File: src/ivpm_pkg.sv
// Shared constants and carriers for the interrupt vector and priority map.
// Assumes one core clock and a synchronous active-high reset.
package ivpm_pkg;

    // ------------------------------------------------------------
    // Sizes
    // ------------------------------------------------------------
    localparam int unsigned NUM_LINES = 32;
    localparam int unsigned LEVEL_W = 2;
    localparam int unsigned LINE_W = 5;
    localparam int unsigned VEC_W = 6;
    localparam int unsigned ADDR_W = 32;
    localparam int unsigned PRIO_REG_W = 3;
    localparam int unsigned FIELD_POS_W = 5;
    localparam int unsigned NUM_PRIO_REGS = 8;
    localparam int unsigned LINES_PER_REG = 4;

    // ------------------------------------------------------------
    // Vector numbers and table layout
    // ------------------------------------------------------------
    localparam logic [VEC_W-1:0] VEC_STACK = 6'h00;
    localparam logic [VEC_W-1:0] VEC_RESET = 6'h01;
    localparam logic [VEC_W-1:0] VEC_NMI = 6'h02;
    localparam logic [VEC_W-1:0] VEC_HARD_FAULT = 6'h03;
    localparam logic [VEC_W-1:0] VEC_SUPERVISOR_CALL = 6'h0B;
    localparam logic [VEC_W-1:0] VEC_PENDABLE_SERVICE = 6'h0E;
    localparam logic [VEC_W-1:0] VEC_SYSTEM_TICK = 6'h0F;
    localparam logic [VEC_W-1:0] VEC_LINE_BASE = 6'h10;
    localparam logic [ADDR_W-1:0] TABLE_BASE = 32'h0000_0000;
    localparam logic [ADDR_W-1:0] PERIPH_TABLE_BASE = 32'h0000_0040;
    localparam logic [ADDR_W-1:0] SYSTEM_TICK_ADDR = 32'h0000_003C;
    localparam int unsigned ENTRY_SHIFT = 2;
    localparam int unsigned FIELD_STRIDE = 8;
    localparam int unsigned FIELD_OFFSET = 6;

    // ------------------------------------------------------------
    // Peripheral line assignment
    // ------------------------------------------------------------
    localparam int unsigned LINE_FLASH_CMD = 5;
    localparam int unsigned LINE_LOW_VOLT = 6;
    localparam int unsigned LINE_EXT_PIN = 7;
    localparam int unsigned LINE_TWO_WIRE = 8;
    localparam int unsigned LINE_SERIAL_PERIPH = 10;
    localparam int unsigned LINE_ASYNC_SERIAL = 12;
    localparam int unsigned LINE_CONVERTER = 15;
    localparam int unsigned LINE_COMPARATOR0 = 16;
    localparam int unsigned LINE_PWM_TIMER0 = 17;
    localparam int unsigned LINE_PWM_TIMER2 = 19;
    localparam int unsigned LINE_RTC_OVF = 20;
    localparam int unsigned LINE_COMPARATOR1 = 21;
    localparam int unsigned LINE_PIT0 = 22;
    localparam int unsigned LINE_PIT1 = 23;
    localparam int unsigned LINE_KEYPAD0 = 24;
    localparam int unsigned LINE_KEYPAD1 = 25;
    localparam int unsigned LINE_CLOCK_LOSS = 27;
    localparam int unsigned LINE_WATCHDOG = 28;
    localparam int unsigned LINE_PULSE_WIDTH = 29;

    // Reset values
    localparam logic [NUM_LINES-1:0] PEND_RESET = 32'h0000_0000;
    localparam logic [NUM_LINES*LEVEL_W-1:0] PRIO_RESET = 64'h0;

    // Vector fetch sequencer states, Gray along idle-take-fetch
    typedef enum logic [1:0]
    {
        IVPM_IDLE = 2'b00,
        IVPM_TAKE = 2'b01,
        IVPM_FETCH = 2'b11
    } ivpm_state_e;

    // Grouped peripheral source requests
    typedef struct packed
    {
        logic flash_cmd;
        logic low_volt;
        logic ext_pin;
        logic [1:0] two_wire;
        logic [1:0] serial_periph;
        logic async_serial;
        logic converter;
        logic comparator0;
        logic [7:0] pwm_timer0;
        logic [7:0] pwm_timer2;
        logic rtc_ovf;
        logic comparator1;
        logic pit0;
        logic pit1;
        logic keypad0;
        logic keypad1;
        logic clock_loss;
        logic watchdog;
        logic [1:0] pulse_width;
    } ivpm_src_s;

    // What the core sees of the chosen exception
    typedef struct packed
    {
        logic valid;
        logic [VEC_W-1:0] vector;
        logic [ADDR_W-1:0] addr;
        logic [LEVEL_W-1:0] level;
    } ivpm_vec_s;

endpackage : ivpm_pkg

File: src/ivpm_line_map.sv
// Merges and routes peripheral source requests onto the 32 request lines.
// Assumes all sources are on the core clock; lines are combinational.
`timescale 1ns/100ps

module ivpm_line_map
    import ivpm_pkg::*;
(
    // Sources
    input wire ivpm_src_s src,
    // Request lines
    output logic [NUM_LINES-1:0] lines
);

    // ------------------------------------------------------------
    // Line routing
    // ------------------------------------------------------------
    // Unlisted bits stay zero so spare lines never request
    always_comb
    begin
        lines = '0;
        lines[LINE_FLASH_CMD] = src.flash_cmd;
        lines[LINE_LOW_VOLT] = src.low_volt;
        lines[LINE_EXT_PIN] = src.ext_pin;
        lines[LINE_TWO_WIRE] = |src.two_wire;
        lines[LINE_SERIAL_PERIPH] = |src.serial_periph;
        lines[LINE_ASYNC_SERIAL] = src.async_serial;
        lines[LINE_CONVERTER] = src.converter;
        lines[LINE_COMPARATOR0] = src.comparator0;
        lines[LINE_PWM_TIMER0] = |src.pwm_timer0;
        lines[LINE_PWM_TIMER2] = |src.pwm_timer2;
        lines[LINE_RTC_OVF] = src.rtc_ovf;
        lines[LINE_COMPARATOR1] = src.comparator1;
        lines[LINE_PIT0] = src.pit0;
        lines[LINE_PIT1] = src.pit1;
        lines[LINE_KEYPAD0] = src.keypad0;
        lines[LINE_KEYPAD1] = src.keypad1;
        lines[LINE_CLOCK_LOSS] = src.clock_loss;
        lines[LINE_WATCHDOG] = src.watchdog;
        lines[LINE_PULSE_WIDTH] = |src.pulse_width;
    end

endmodule : ivpm_line_map

File: src/ivpm_top.sv
// Interrupt vector and priority map: routes sources to lines, resolves
// priority and hands the core one vector number and table address.
// Assumes the core acknowledges each taken vector with a one-cycle pulse.
`timescale 1ns/100ps

// Function
// - Four levels, two-bit field per line
// - Non-maskable from low pin when selected
// - Vector number is the value stacked
// - Line equals vector minus 16, base 0x40
// - Priority register is line divided by four
// - Core vectors 0,1,2,3,11,14 fixed
// - System tick vector 15 at 0x3C
// - Thirty-two request lines, numbered 0 to 31
// - Multi-source modules merge onto one line
// - Converter drives line 15, vector 31
// - Comparators drive lines 16 and 21
// - Field starts at 8*(line mod 4)+6
module ivpm_top
    import ivpm_pkg::*;
(
    // Clock and reset
    input wire logic clk,
    input wire logic rst,
    // Peripheral sources and external pin
    input wire ivpm_src_s src,
    input wire logic nmi_pin_n,
    input wire logic nmi_func_sel,
    // Priority configuration, eight registers of four fields
    input wire logic [NUM_PRIO_REGS*32-1:0] prio_regs,
    input wire logic [NUM_LINES-1:0] line_enable,
    // Core system exception requests
    input wire logic hard_fault_req,
    input wire logic supervisor_call_req,
    input wire logic pendable_service_req,
    input wire logic system_tick_req,
    // Core handshake
    input wire logic core_ack,
    output logic core_req,
    output ivpm_vec_s vec_out,
    output logic [NUM_LINES-1:0] pending,
    output logic [NUM_LINES-1:0] line_req
);

    // ------------------------------------------------------------
    // Helper functions
    // ------------------------------------------------------------
    // Register index for a line
    function automatic logic [PRIO_REG_W-1:0] prio_reg_of(
        input logic [LINE_W-1:0] line);
        prio_reg_of = line[LINE_W-1:2];
    endfunction : prio_reg_of

    // Bit position of a line's field within its register
    function automatic logic [FIELD_POS_W-1:0] field_pos_of(
        input logic [LINE_W-1:0] line);
        logic [FIELD_POS_W-1:0] m;
        m = FIELD_POS_W'(line % LINES_PER_REG);
        field_pos_of = FIELD_POS_W'(m * FIELD_STRIDE + FIELD_OFFSET);
    endfunction : field_pos_of

    // Table address of a vector, one word per entry
    function automatic logic [ADDR_W-1:0] vec_addr_of(
        input logic [VEC_W-1:0] vec);
        vec_addr_of = TABLE_BASE + (ADDR_W'(vec) << ENTRY_SHIFT);
    endfunction : vec_addr_of

    // ------------------------------------------------------------
    // Source routing
    // ------------------------------------------------------------
    ivpm_line_map u_line_map
    (
        .src(src),
        .lines(line_req)
    );

    // ------------------------------------------------------------
    // Pin synchroniser for the non-maskable pin
    // ------------------------------------------------------------
    logic nmi_meta_reg;
    logic nmi_sync_reg;
    logic nmi_prev_reg;
    logic nmi_pend_reg;

    // Two stages; pin idles high so reset to the inactive level
    always_ff @(posedge clk)
    begin
        if (rst)
        begin
            nmi_meta_reg <= 1'b1;
            nmi_sync_reg <= 1'b1;
            nmi_prev_reg <= 1'b1;
        end
        else
        begin
            nmi_meta_reg <= nmi_pin_n;
            nmi_sync_reg <= nmi_meta_reg;
            nmi_prev_reg <= nmi_sync_reg;
        end
    end

    // The detector reads the second stage and its delayed copy, never the first; the first may still be
    // settling from a metastable sample
    // Falling edge only counts while the pin carries that function
    wire nmi_edge = nmi_prev_reg & ~nmi_sync_reg & nmi_func_sel;

    // ------------------------------------------------------------
    // Per-line field extraction
    // ------------------------------------------------------------
    logic [LEVEL_W-1:0] line_level [NUM_LINES];

    // Bits outside the four fields of a register are never read
    // Each line owns two bits of one register
    always_comb
    begin
        for (int i = 0; i < NUM_LINES; i++)
        begin
            line_level[i] = prio_regs[
                32*int'(prio_reg_of(LINE_W'(i)))
                + int'(field_pos_of(LINE_W'(i))) +: LEVEL_W];
        end
    end

    // ------------------------------------------------------------
    // Pending state
    // ------------------------------------------------------------
    logic [NUM_LINES-1:0] pend_reg;
    logic [NUM_LINES-1:0] pend_next;
    logic [NUM_LINES-1:0] clr_mask;
    logic [3:0] sys_pend_reg;
    logic [3:0] sys_pend_next;
    logic [3:0] sys_clr;
    ivpm_state_e state_reg;
    ivpm_state_e state_next;
    ivpm_vec_s sel_reg;
    ivpm_vec_s sel_next;

    // Disabled lines are refused here, so they never reach pending.
    // A level-held source re-pends after its ack, since set beats clear.
    wire [NUM_LINES-1:0] line_active = line_req & line_enable;
    wire [3:0] sys_req = {system_tick_req, pendable_service_req,
        supervisor_call_req, hard_fault_req};
    wire ack_now = (state_reg == IVPM_FETCH) & core_ack;

    // Clear the acknowledged entry; a new request in that cycle wins
    always_comb
    begin
        clr_mask = '0;
        sys_clr = '0;
        if (ack_now && sel_reg.vector >= VEC_LINE_BASE)
        begin
            clr_mask[LINE_W'(sel_reg.vector - VEC_LINE_BASE)] = 1'b1;
        end
        if (ack_now && sel_reg.vector == VEC_HARD_FAULT)
        begin
            sys_clr[0] = 1'b1;
        end
        if (ack_now && sel_reg.vector == VEC_SUPERVISOR_CALL)
        begin
            sys_clr[1] = 1'b1;
        end
        if (ack_now && sel_reg.vector == VEC_PENDABLE_SERVICE)
        begin
            sys_clr[2] = 1'b1;
        end
        if (ack_now && sel_reg.vector == VEC_SYSTEM_TICK)
        begin
            sys_clr[3] = 1'b1;
        end
        pend_next = (pend_reg & ~clr_mask) | line_active;
        sys_pend_next = (sys_pend_reg & ~sys_clr) | sys_req;
    end

    // ------------------------------------------------------------
    // Arbitration
    // ------------------------------------------------------------
    // Non-maskable first, then hard fault, then the system handlers,
    // then lines by level (0 highest) with the lower line on a tie.
    // The scan runs downward so an equal level found later, at a lower
    // line, replaces the earlier pick.
    logic nmi_clr;
    logic [LINE_W-1:0] best_line;
    logic [LEVEL_W-1:0] best_level;
    logic best_found;
    ivpm_vec_s cand;

    always_comb
    begin
        best_line = '0;
        best_level = '1;
        best_found = 1'b0;
        for (int i = NUM_LINES - 1; i >= 0; i--)
        begin
            if (pend_reg[i] && (!best_found || line_level[i] <= best_level))
            begin
                best_line = LINE_W'(i);
                best_level = line_level[i];
                best_found = 1'b1;
            end
        end
        cand = '0;
        if (nmi_pend_reg)
        begin
            cand.vector = VEC_NMI;
        end
        else if (sys_pend_reg[0])
        begin
            cand.vector = VEC_HARD_FAULT;
        end
        else if (sys_pend_reg[1])
        begin
            cand.vector = VEC_SUPERVISOR_CALL;
        end
        else if (sys_pend_reg[2])
        begin
            cand.vector = VEC_PENDABLE_SERVICE;
        end
        else if (sys_pend_reg[3])
        begin
            cand.vector = VEC_SYSTEM_TICK;
        end
        else
        begin
            cand.vector = VEC_LINE_BASE + VEC_W'(best_line);
            cand.level = best_level;
        end
        cand.valid = nmi_pend_reg | (|sys_pend_reg) | best_found;
        cand.addr = vec_addr_of(cand.vector);
    end

    // ------------------------------------------------------------
    // Hand-off sequencer
    // ------------------------------------------------------------
    // The choice is frozen in TAKE so the vector cannot move under
    // the core while it stacks it.
    // Limitation: a more urgent request arriving in TAKE or FETCH waits
    // until the offered vector has been acknowledged.
    always_comb
    begin
        state_next = state_reg;
        sel_next = sel_reg;
        nmi_clr = 1'b0;
        case (state_reg)
            IVPM_IDLE:
            begin
                if (cand.valid)
                begin
                    sel_next = cand;
                    state_next = IVPM_TAKE;
                end
            end
            IVPM_TAKE:
            begin
                state_next = IVPM_FETCH;
            end
            IVPM_FETCH:
            begin
                if (core_ack)
                begin
                    nmi_clr = (sel_reg.vector == VEC_NMI);
                    sel_next.valid = 1'b0;
                    state_next = IVPM_IDLE;
                end
            end
            default:
            begin
                state_next = IVPM_IDLE;
                sel_next = '0;
            end
        endcase
    end

    // State registers
    always_ff @(posedge clk)
    begin
        if (rst)
        begin
            state_reg <= IVPM_IDLE;
            sel_reg <= '0;
            pend_reg <= PEND_RESET;
            sys_pend_reg <= 4'h0;
            nmi_pend_reg <= 1'b0;
        end
        else
        begin
            state_reg <= state_next;
            sel_reg <= sel_next;
            pend_reg <= pend_next;
            sys_pend_reg <= sys_pend_next;
            nmi_pend_reg <= (nmi_pend_reg & ~nmi_clr) | nmi_edge;
        end
    end

    // ------------------------------------------------------------
    // Outputs
    // ------------------------------------------------------------
    // core_req decodes the state alone, so it cannot glitch on core_ack;
    // the core may acknowledge in the first cycle it sees the request.
    // Core stacks vec_out.vector as the exception number
    assign vec_out = sel_reg;
    assign core_req = (state_reg == IVPM_FETCH);
    assign pending = pend_reg;

endmodule : ivpm_top

File: config.mk
export PLATFORM = sky130hd
export DESIGN_NAME = ivpm_top
export DESIGN_NICKNAME = d
export VERILOG_FILES = /design/src/ivpm_pkg.sv /design/src/ivpm_line_map.sv /design/src/ivpm_top.sv
export SDC_FILE = /design/constraint.sdc
export NUM_CORES = 1
export LEC_CHECK = 0
export ABC_CLOCK_PERIOD_IN_PS = 63600
export BUFFER_PORTS_ARGS = -buffer_cell sky130_fd_sc_hd__buf_2
export CAP_MARGIN = 20
export CORE_AREA = 5 5 168 170
export DETAILED_ROUTE_END_ITERATION = 7
export DIE_AREA = 0 0 173 175
export PLACE_DENSITY = 0.52
export SYNTH_ARGS = -nofsm -noshare
export SYNTH_HDL_FRONTEND = slang
export SYNTH_SLANG_ARGS = --single-unit
File: constraint.sdc
create_clock -name clk -period 63.6 [get_ports clk]
set_clock_uncertainty 0.1 [all_clocks]
set_input_delay 15.9 -clock clk [delete_from_list [all_inputs] [get_ports clk]]
set_output_delay 15.9 -clock clk [all_outputs]
set_load 0.02 [all_outputs]
# ---- Yosys cells after proc, flatten, opt, wreduce, memory -nomap -nowiden
# Cells that the tools add are included.
# W data, S select, Z words.
dict set report op_classes {
  bitwise_logic 18
  div_mod_pow 0
  shifts 0
  muxes 122
  n_addsub 2
  n_eq_ne 9
  magnitude_cmp 34
  reduce_logical 110
  mul 0
}
# op count
set op_table {}
lappend op_table {{$mux W5} 32}
lappend op_table {{$pmux W40 S2} 1}
lappend op_table {{$mux W2} 39}
lappend op_table {{$le A2 B2 Y1} 31}
lappend op_table {{$mux W41} 1}
lappend op_table {{$mux W1} 40}
lappend op_table {{$logic_and A1 B1 Y1} 37}
lappend op_table {{$and A30 B32 Y32} 1}
lappend op_table {{$and A32 B32 Y32} 1}
lappend op_table {{$mux W32} 1}
lappend op_table {{$not A32 Y32} 1}
lappend op_table {{$or A32 B32 Y32} 1}
lappend op_table {{$logic_not A1 Y1} 31}
lappend op_table {{$logic_or A1 B1 Y1} 31}
lappend op_table {{$mux W6} 5}
lappend op_table {{$eq A6 B4 Y1 const B} 3}
lappend op_table {{$reduce_or A8 Y1} 2}
lappend op_table {{$eq A6 B2 Y1 const B} 2}
lappend op_table {{$reduce_or A2 Y1} 4}
lappend op_table {{$add A5 B5 Y6 const A} 1}
lappend op_table {{$ge A6 B5 Y1 const B} 1}
lappend op_table {{$lt A5 B6 Y1 const B} 1}
lappend op_table {{$pmux W2 S3} 1}
lappend op_table {{$demux W1 S5} 1}
lappend op_table {{other kinds (16)} 26}
dict set report totals {
  register_bits 83
  out_inout_bits 106
  latch_bits 0
  memories 0
  in_bits 333
  romBits 0
  ramBits 0
  elab_cells 306
}

# ---- Longest topological paths before layout
# Gate-level depths: netlist of run 1.
dict set report logic_depth {
  word_depth 133
  ltp_mapped 213
  mapped_depth_nobuf 209
}

# ---- Cells and area by module
# A second synthesis of run 1 with hierarchy kept.
dict set report hier_totals {
  cells_unflattened 855
  area_unflattened_um2 6148.4
}
# mod n_inst area_each_um2 cells_each seq_area_each_um2
set by_module_without_submodules {}
lappend by_module_without_submodules {ivpm_top 1 5890.6 818 1021.0}
lappend by_module_without_submodules {ivpm_line_map 1 257.7 37 0.0}

# ---- Least setup slack after synthesis of run 1
# No wires, ideal clock.
dict set report synth_path {
  path_type {input -> register}
  startpoint {input prio_regs[255]}
  endpoint {register sel_reg, in the netlist vec_out[7]}
  path_buffers 3
  path_slack_ns 12.100
  setup_ns 0.132
  path_stages 196
  t_arrival_ns 51.268
  path_cell_list {nor2_1 -> ha_1 -> nor2b_1 -> o211a_1 -> o32a_1 -> inv_1 -> ha_1 -> nor2b_1 -> o221ai_1 -> nand2_1 -> a21oi_1 -> ha_1 -> nor2b_1 -> o211ai_1 -> nor3_1 -> a211oi_1 -> ha_1 -> nor2b_1 -> [160 not listed] -> o21ai_1 -> inv_1 -> nor2_1 -> a21oi_1 -> ha_1 -> a21o_1 -> a31o_2 -> mux2_2 -> a31oi_2 -> ha_1 -> nor2b_1 -> o21ai_0 -> o21ai_1 -> and2_1 -> and3_1 -> a2111oi_0 -> or3b_1 -> a21oi_1}
}
dict set report synth_via {
  elab_chain_cells 133
  elab_cells_between_ends 227
  classes_between {add/sub (1); order compare (31); eq/ne (1); mux (100); bitwise (1); reduce/logical (93)}
}
# element line
set synth_lines {}
lappend synth_lines {{start, declared} ivpm_top.sv:30} ;# input wire logic [NUM_PRIO_REGS*32-1:0] prio_regs,
lappend synth_lines {{$mux W2 (*)} ivpm_top.sv:194} ;# if (pend_reg[i] && (!best_found || line_level[i] <= best_level))
lappend synth_lines {{$le A2 B2 Y1} ivpm_top.sv:194}
lappend synth_lines {{$logic_or A1 B1 Y1} ivpm_top.sv:194}
lappend synth_lines {{$logic_and A1 B1 Y1} ivpm_top.sv:194}
lappend synth_lines {{$mux W2 or $mux W1 (tied branches)} ivpm_top.sv:194}
lappend synth_lines {{$le A2 B2 Y1 or $logic_not A1 Y1 (tied branches)} ivpm_top.sv:194}
lappend synth_lines {{$logic_or A1 B1 Y1} ivpm_top.sv:194}
lappend synth_lines {{$logic_and A1 B1 Y1} ivpm_top.sv:194}
lappend synth_lines {{[117 not listed]} -}
lappend synth_lines {{$add A5 B5 Y6} ivpm_top.sv:224} ;# cand.vector = VEC_LINE_BASE + VEC_W'(best_line);
lappend synth_lines {{$mux W6} ivpm_top.sv:218} ;# else if (sys_pend_reg[3])
lappend synth_lines {{$mux W6} ivpm_top.sv:214} ;# else if (sys_pend_reg[2])
lappend synth_lines {{$mux W6} ivpm_top.sv:210} ;# else if (sys_pend_reg[1])
lappend synth_lines {{$mux W6} ivpm_top.sv:206} ;# else if (sys_pend_reg[0])
lappend synth_lines {{$mux W6} ivpm_top.sv:202} ;# if (nmi_pend_reg)
lappend synth_lines {{$mux W41} ivpm_top.sv:246} ;# if (cand.valid)
lappend synth_lines {{$pmux W40 S2} ivpm_top.sv:243} ;# case (state_reg)
lappend synth_lines {{end signal, assigned} ivpm_top.sv:287} ;# sel_reg <= sel_next;
lappend synth_lines {{end, declared} ivpm_top.sv:135} ;# ivpm_vec_s sel_reg;
# Every way passes the cells marked *; elsewhere a longest branch is shown, timed or not. The select of a mux whose other input is x is not followed.
# A chain may end at the register's enable or synchronous reset.

# ---- Worst setup path in the final report of run 1
# Same ends and word-level chain as after synthesis.

==> results of run 1 <==
-- power by group through the flow --
stage	logic, W	clock network, W	registers, W
2_1_floorplan	0.000113	0	0.0000383
3_3_place_gp	0.000144	0	0.0000383
3_5_place_dp	0.000147	0	0.0000383
4_1_cts	0.000148	0.0000305	0.0000376
5_1_grt	0.000168	0.0000311	0.0000381
6_report	0.000147	0.0000291	0.0000376
-- layer usage --
metal  up-vias  GRT usage
met1      2950      0.214
met5         -          0
met2       224      0.221
met4         0     0.0180
li1       3313          -
met3        10     0.0253
-- final timing paths --
kind | slack (ns) | endpoint | startpoint
worst max-delay path | 5.38 | vec_out[7]$_SDFFE_PP0P_ | prio_regs[255]
worst min-delay path | 0.32 | nmi_sync_reg$_SDFF_PP1_ | nmi_meta_reg$_SDFF_PP1_
worst max register to register | 20.36 | vec_out[7]$_SDFFE_PP0P_ | pending[31]$_SDFF_PP0_
worst min register to register | 0.32 | nmi_sync_reg$_SDFF_PP1_ | nmi_meta_reg$_SDFF_PP1_
-- worst register-to-register path: cells and delay by family, from the launching register on --
kind	cells	cell delay, ns
buffers and inverters	7	0.70
adder cells (fa/ha/maj)	31	8.72
AO/OA/AOI/OAI	83	19.16
multiplexers	10	3.52
AND/OR/NAND/NOR	64	10.36
flip-flops	1	0.54
-- cells in the final DEF (no fill, tap or decap), drive strengths merged, types with 3 or more instances in the layout --
| cell type | n |
|---|---|
| o2111ai | 3 |
| a311oi | 5 |
| and3 | 8 |
| o221ai | 3 |
| mux2 | 13 |
| a22o | 3 |
| or3 | 12 |
| nor3 | 24 |
| nand2 | 100 |
| ha | 62 |
| nand2b | 11 |
| nand3 | 13 |
| a32oi | 3 |
| o21a | 17 |
| a21oi | 59 |
| clkbuf | 8 |
| o31ai | 6 |
| or2 | 10 |
| nand4 | 4 |
| dfxtp | 51 |
| o21ai | 93 |
| buf | 194 |
| inv | 66 |
| nor3b | 10 |
| a31oi | 8 |
| nand3b | 6 |
| o211ai | 10 |
| a21o | 5 |
| conb | 39 |
| mux2i | 7 |
| and2 | 11 |
| nor4b | 3 |
| nor2b | 32 |
| a22oi | 5 |
| nor2 | 58 |
| nor4 | 15 |
| o211a | 3 |
| a211oi | 8 |
| or4 | 4 |
-- cells by family after synthesis --
group	synth area share
AO/OA/AOI/OAI	0.264
adder cells (fa/ha/maj)	0.125
buffers and inverters	0.130
flip-flops	0.164
multiplexers	0.0380
other	0.000602
AND/OR/NAND/NOR	0.279
-- final cells by class --
cell class                 instances  share of cell area
multi-input combinational        699               0.616
sequential                        51               0.139
timing repair buffer             194               0.132
tap                              341              0.0579
inverter                          66              0.0336
clock buffer                       8              0.0212
antenna                            1            0.000340
-- through the flow --
step / hold slack (ns) / instance area [um^2]
2_1_floorplan: 0.289 / 6370
3_3_place_gp: 0.292 / 7200
3_5_place_dp: 0.305 / 7200
4_1_cts: 0.321 / 7360
5_1_grt: 0.325 / 7360
6_report: 0.317 / 7360
==> impl_metrics.ini, run 1 <==
[outcome]
status = finished, final reports clean

[global_route]
overflow = 0
grt_antenna_before_repair = 0
track_usage = 0.143
grt_pass1_wl_mm = 34.8
grt_max_degree = 52
grt_pass1_vias = 6101

[placement]
port_buffers = 194
dp_slack_ns = 5.47
dp_cells = 1351
routabilityCongestion = 0.865
dp_hpwl_mm = 19.2

[worst_setup_path]
crit_slowest_cell = o21ai_1
reg2reg_depth = 195
cp.required_ns = 63.64
critPathMaxStageDelay_ns = 0.58
crit_top_cell = o21ai_0
worst-path-max-fanout = 10
crit_type = in2reg
path_depth = 195
arrival_ns = 58.26
setup.worst_path.start_class = input pin
cp_top_family = compound AO/OA/AOI/OAI gates
worstSetupEndpointType = flip-flop
path_buf_inv = 7

[sta]
period_minus_slack_ns = 58.22
fmax_mhz = 17.2
drv_slew = 0
maxSlewHeadroom = 0.330
fin_crit_sh = 0.915
finalHoldViolCount = 0
finalSetupViolCount = 0
tns_ns = 0
rsz0062_at_grt = no
postLayoutSetupSlackWorst_ns = 5.38
tightest_slew_ns = 1.00

[power]
power_switching_share = 0.473
powerDensity_nw_per_um2 = 29.0
internal_power_w = 0.000113
pwr-share-comb = 0.688
ir_drop_uv = 11.0
clkPwrFrac = 0.136
power_switching_w = 0.000101
p_leak_nw = 3.56
design_power_total_w = 0.000214
pwr-share-seq = 0.176

[clocking]
clkLatencyLatePin_ns = 0.30
clk_path_buf_depth = 2
clkSinkCount = 51
root_buffer = clkbuf_16
ctsHoldBuffers = 0
path_clk_slew_ns = 0.07
post_cts_resized = 0
cts_inserted_buffers = 5
post-cts-setup-buffers = 0
cts_max_level = 2
cts_tree = built

[synth]
synth_common_cells = nand2_1, o21ai_0, inv_1, ha_1, buf_4
synth_area_per_cell_um2 = 7.26
syn_area_um2 = 6230
synth_edf_count = 0
syn_inst = 858
ys_seq_area_frac = 0.164
synth.top_cell.area_share = 0.164
yosys-top-cells-area = dfxtp_1, ha_1, buf_4
yosys.area.top_type = dfxtp_1
synth.distinct_cells = 83
async_flop_share = 0
synth_warnings = 0
synth_most_common_cell = nand2_1
synth-main-ff-cell = dfxtp_1
ys_ff_latch = 51

[hold_path]
min_path_cells = 1
hp-class = reg2reg

[routing]
met2_length_mm = 9.60
totalWireLength_mm = 22.7
drtPass1Iterations = 5
drc = 0
first_iter_violations = 301
avgRoutedWirePerCell_um = 16.7
avgViaCountPerCell = 4.78
met3_length_mm = 1.23
antenna_left = 0
drt-met1-wl_mm = 11.7
vias = 6497
dr.max_layer_used = met4

[layout]
seq_area_um2 = 1020
nFillCells = 3012
syn_to_final_growth_pct = 18.2
fin_util = 0.277
largest_reg_flops = 32
final_nets = 1412
instances_no_fill = 1360
drive_above_1_share = 0.256
multiInputGateArea_um2 = 4540

[die]
core_um2 = 26600
rows = 60
dieArea_um2 = 30300
dieWidth_um = 173
initial_utilization = 0.234
die_y_um = 175
ioPinCount = 439

[job]
cap_violations = 0
(Power assumes the default switching activity.)
==> inputs of run 2 (changes only) <==
--- a/config.mk
+++ b/config.mk
@@ -8,10 +8,10 @@
 export ABC_CLOCK_PERIOD_IN_PS = 63600
 export BUFFER_PORTS_ARGS = -buffer_cell sky130_fd_sc_hd__buf_2
 export CAP_MARGIN = 20
-export CORE_AREA = 5 5 168 170
+export CORE_AREA = 2 2 170 172
 export DETAILED_ROUTE_END_ITERATION = 7
-export DIE_AREA = 0 0 173 175
-export PLACE_DENSITY = 0.52
+export DIE_AREA = 0 0 172 174
+export PLACE_DENSITY = 0.5
 export SYNTH_ARGS = -nofsm -noshare
 export SYNTH_HDL_FRONTEND = slang
 export SYNTH_SLANG_ARGS = --single-unit
==> run 2 against run 1 <==
Effect of this change: combinational power about the same; design area rose by 0.53%; critical endpoint unchanged; register-to-register slack got worse by 0.08 ns; worst hold slack improved by 0.0019 ns; critical path depth is the same; fmax decreased by 0.14%.
==> impl_metrics.ini, run 2 (synthesis results as in run 1) <==
[clocking]
clk_path_buf_depth = 2
clkLatencyLatePin_ns = 0.30
cts_tree = built
path_clk_slew_ns = 0.08
cts_inserted_buffers = 5
clkSinkCount = 51
cts_max_level = 2
ctsHoldBuffers = 0
post-cts-setup-buffers = 0
post_cts_resized = 0
root_buffer = clkbuf_16

[layout]
syn_to_final_growth_pct = 18.8
nFillCells = 3195
final_cell_mix = buf_2, nand2_1, o21ai_0
multiInputGateArea_um2 = 4540
final_common_cell = buf_2
largest_reg_flops = 32
final_nets = 1412
seq_area_um2 = 1020
drive_above_1_share = 0.256

[global_route]
grt_max_degree = 52
overflow = 0
track_usage = 0.147
grt_pass1_wl_mm = 33.8
grt_pass1_vias = 6043
grt_antenna_before_repair = 4

[routing]
vias = 6620
antenna_left = 0
avgRoutedWirePerCell_um = 16.3
drtPass1Iterations = 5
drc = 0
first_iter_violations = 319
avgViaCountPerCell = 4.72
totalWireLength_mm = 22.9

[sta]
fmax_mhz = 17.2
period_minus_slack_ns = 58.30
finalHoldViolCount = 0
rsz0062_at_grt = no
finalSetupViolCount = 0
maxSlewHeadroom = 0.312
drv_slew = 0
tightest_slew_ns = 1.03
tns_ns = 0
whs_ns = 0.319
fin_crit_sh = 0.917

[placement]
routabilityCongestion = 0.887
port_buffers = 194
dp_hpwl_mm = 19.2

[worst_setup_path]
arrival_ns = 58.35
cp.required_ns = 63.65
worst-path-max-fanout = 10
worstSetupEndpointType = flip-flop
setup.worst_path.start_class = input pin
critPathMaxStageDelay_ns = 0.62
crit_slowest_cell = a211oi_1
crit_type = in2reg

[die]
dieWidth_um = 172
initial_utilization = 0.221
die_y_um = 174
core_um2 = 28200
dieArea_um2 = 29900
rows = 62
ioPinCount = 439

[outcome]
status = finished, final reports clean

[power]
powerDensity_nw_per_um2 = 28.7
p_leak_nw = 3.55
ir_drop_uv = 9.63

[hold_path]
hp-class = reg2reg

[job]
cap_violations = 0
[run 2: per-stage QoR]
step	cell area, um^2	util	instances	total power (W)	setup slack [ns]
global route	7400	0.262	1402	0.000237	1.44
detailed placement	7260	0.257	1394	0.000185	5.44
global placement	7260	0.257	1394	0.000182	5.63
floorplan	6370	-	896	0.000151	12.10
CTS	7400	0.262	1402	0.000214	5.55
finish	7400	0.262	1403	0.000213	5.30
[run 2: power by group]
group / switching (W) / leakage, nW / internal (W)
Sequential: 0.00000389 / 0.419 / 0.0000338
Combinational: 0.0000852 / 3.06 / 0.0000619
Clock: 0.0000133 / 0.0669 / 0.0000146
[run 2: path summary, 6_finish.rpt]
check / from / slack (ns) / end / depth (start not counted)
worst max register to register: pending[31]$_SDFF_PP0_ / 20.28 / vec_out[7]$_SDFFE_PP0P_ / 195
worst min-delay path: nmi_meta_reg$_SDFF_PP1_ / 0.32 / nmi_sync_reg$_SDFF_PP1_ / 1
worst min register to register: nmi_meta_reg$_SDFF_PP1_ / 0.32 / nmi_sync_reg$_SDFF_PP1_ / 1
worst max-delay path: prio_regs[255] / 5.30 / vec_out[7]$_SDFFE_PP0P_ / 195
[run 2: per-layer routing]
| layer | part of all wire | vias up | track usage |
|---|---|---|---|
| li1 | - | 3318 | - |
| met2 | 0.43 | 228 | 0.229 |
| met4 | 0.015 | 4 | 0.0291 |
| met5 | 0.0012 | - | 0 |
| met3 | 0.067 | 23 | 0.0253 |
| met1 | 0.49 | 3047 | 0.211 |
[run 2: layout make-up]
cell class	count	share of cell area
sequential	51	0.138
antenna	1	0.000338
timing repair buffer	194	0.131
multi-input combinational	699	0.613
clock inverter	2	0.00169
inverter	66	0.0335
clock buffer	6	0.0174
tap	384	0.0649
[run 2: critical path: cells and delay by family]
family          cells  cell delay (ns)
compound gates     82            19.19
simple gates       65            10.47
fa+ha+maj          31             8.75
mux                10             3.31
buf+inv             7             0.67
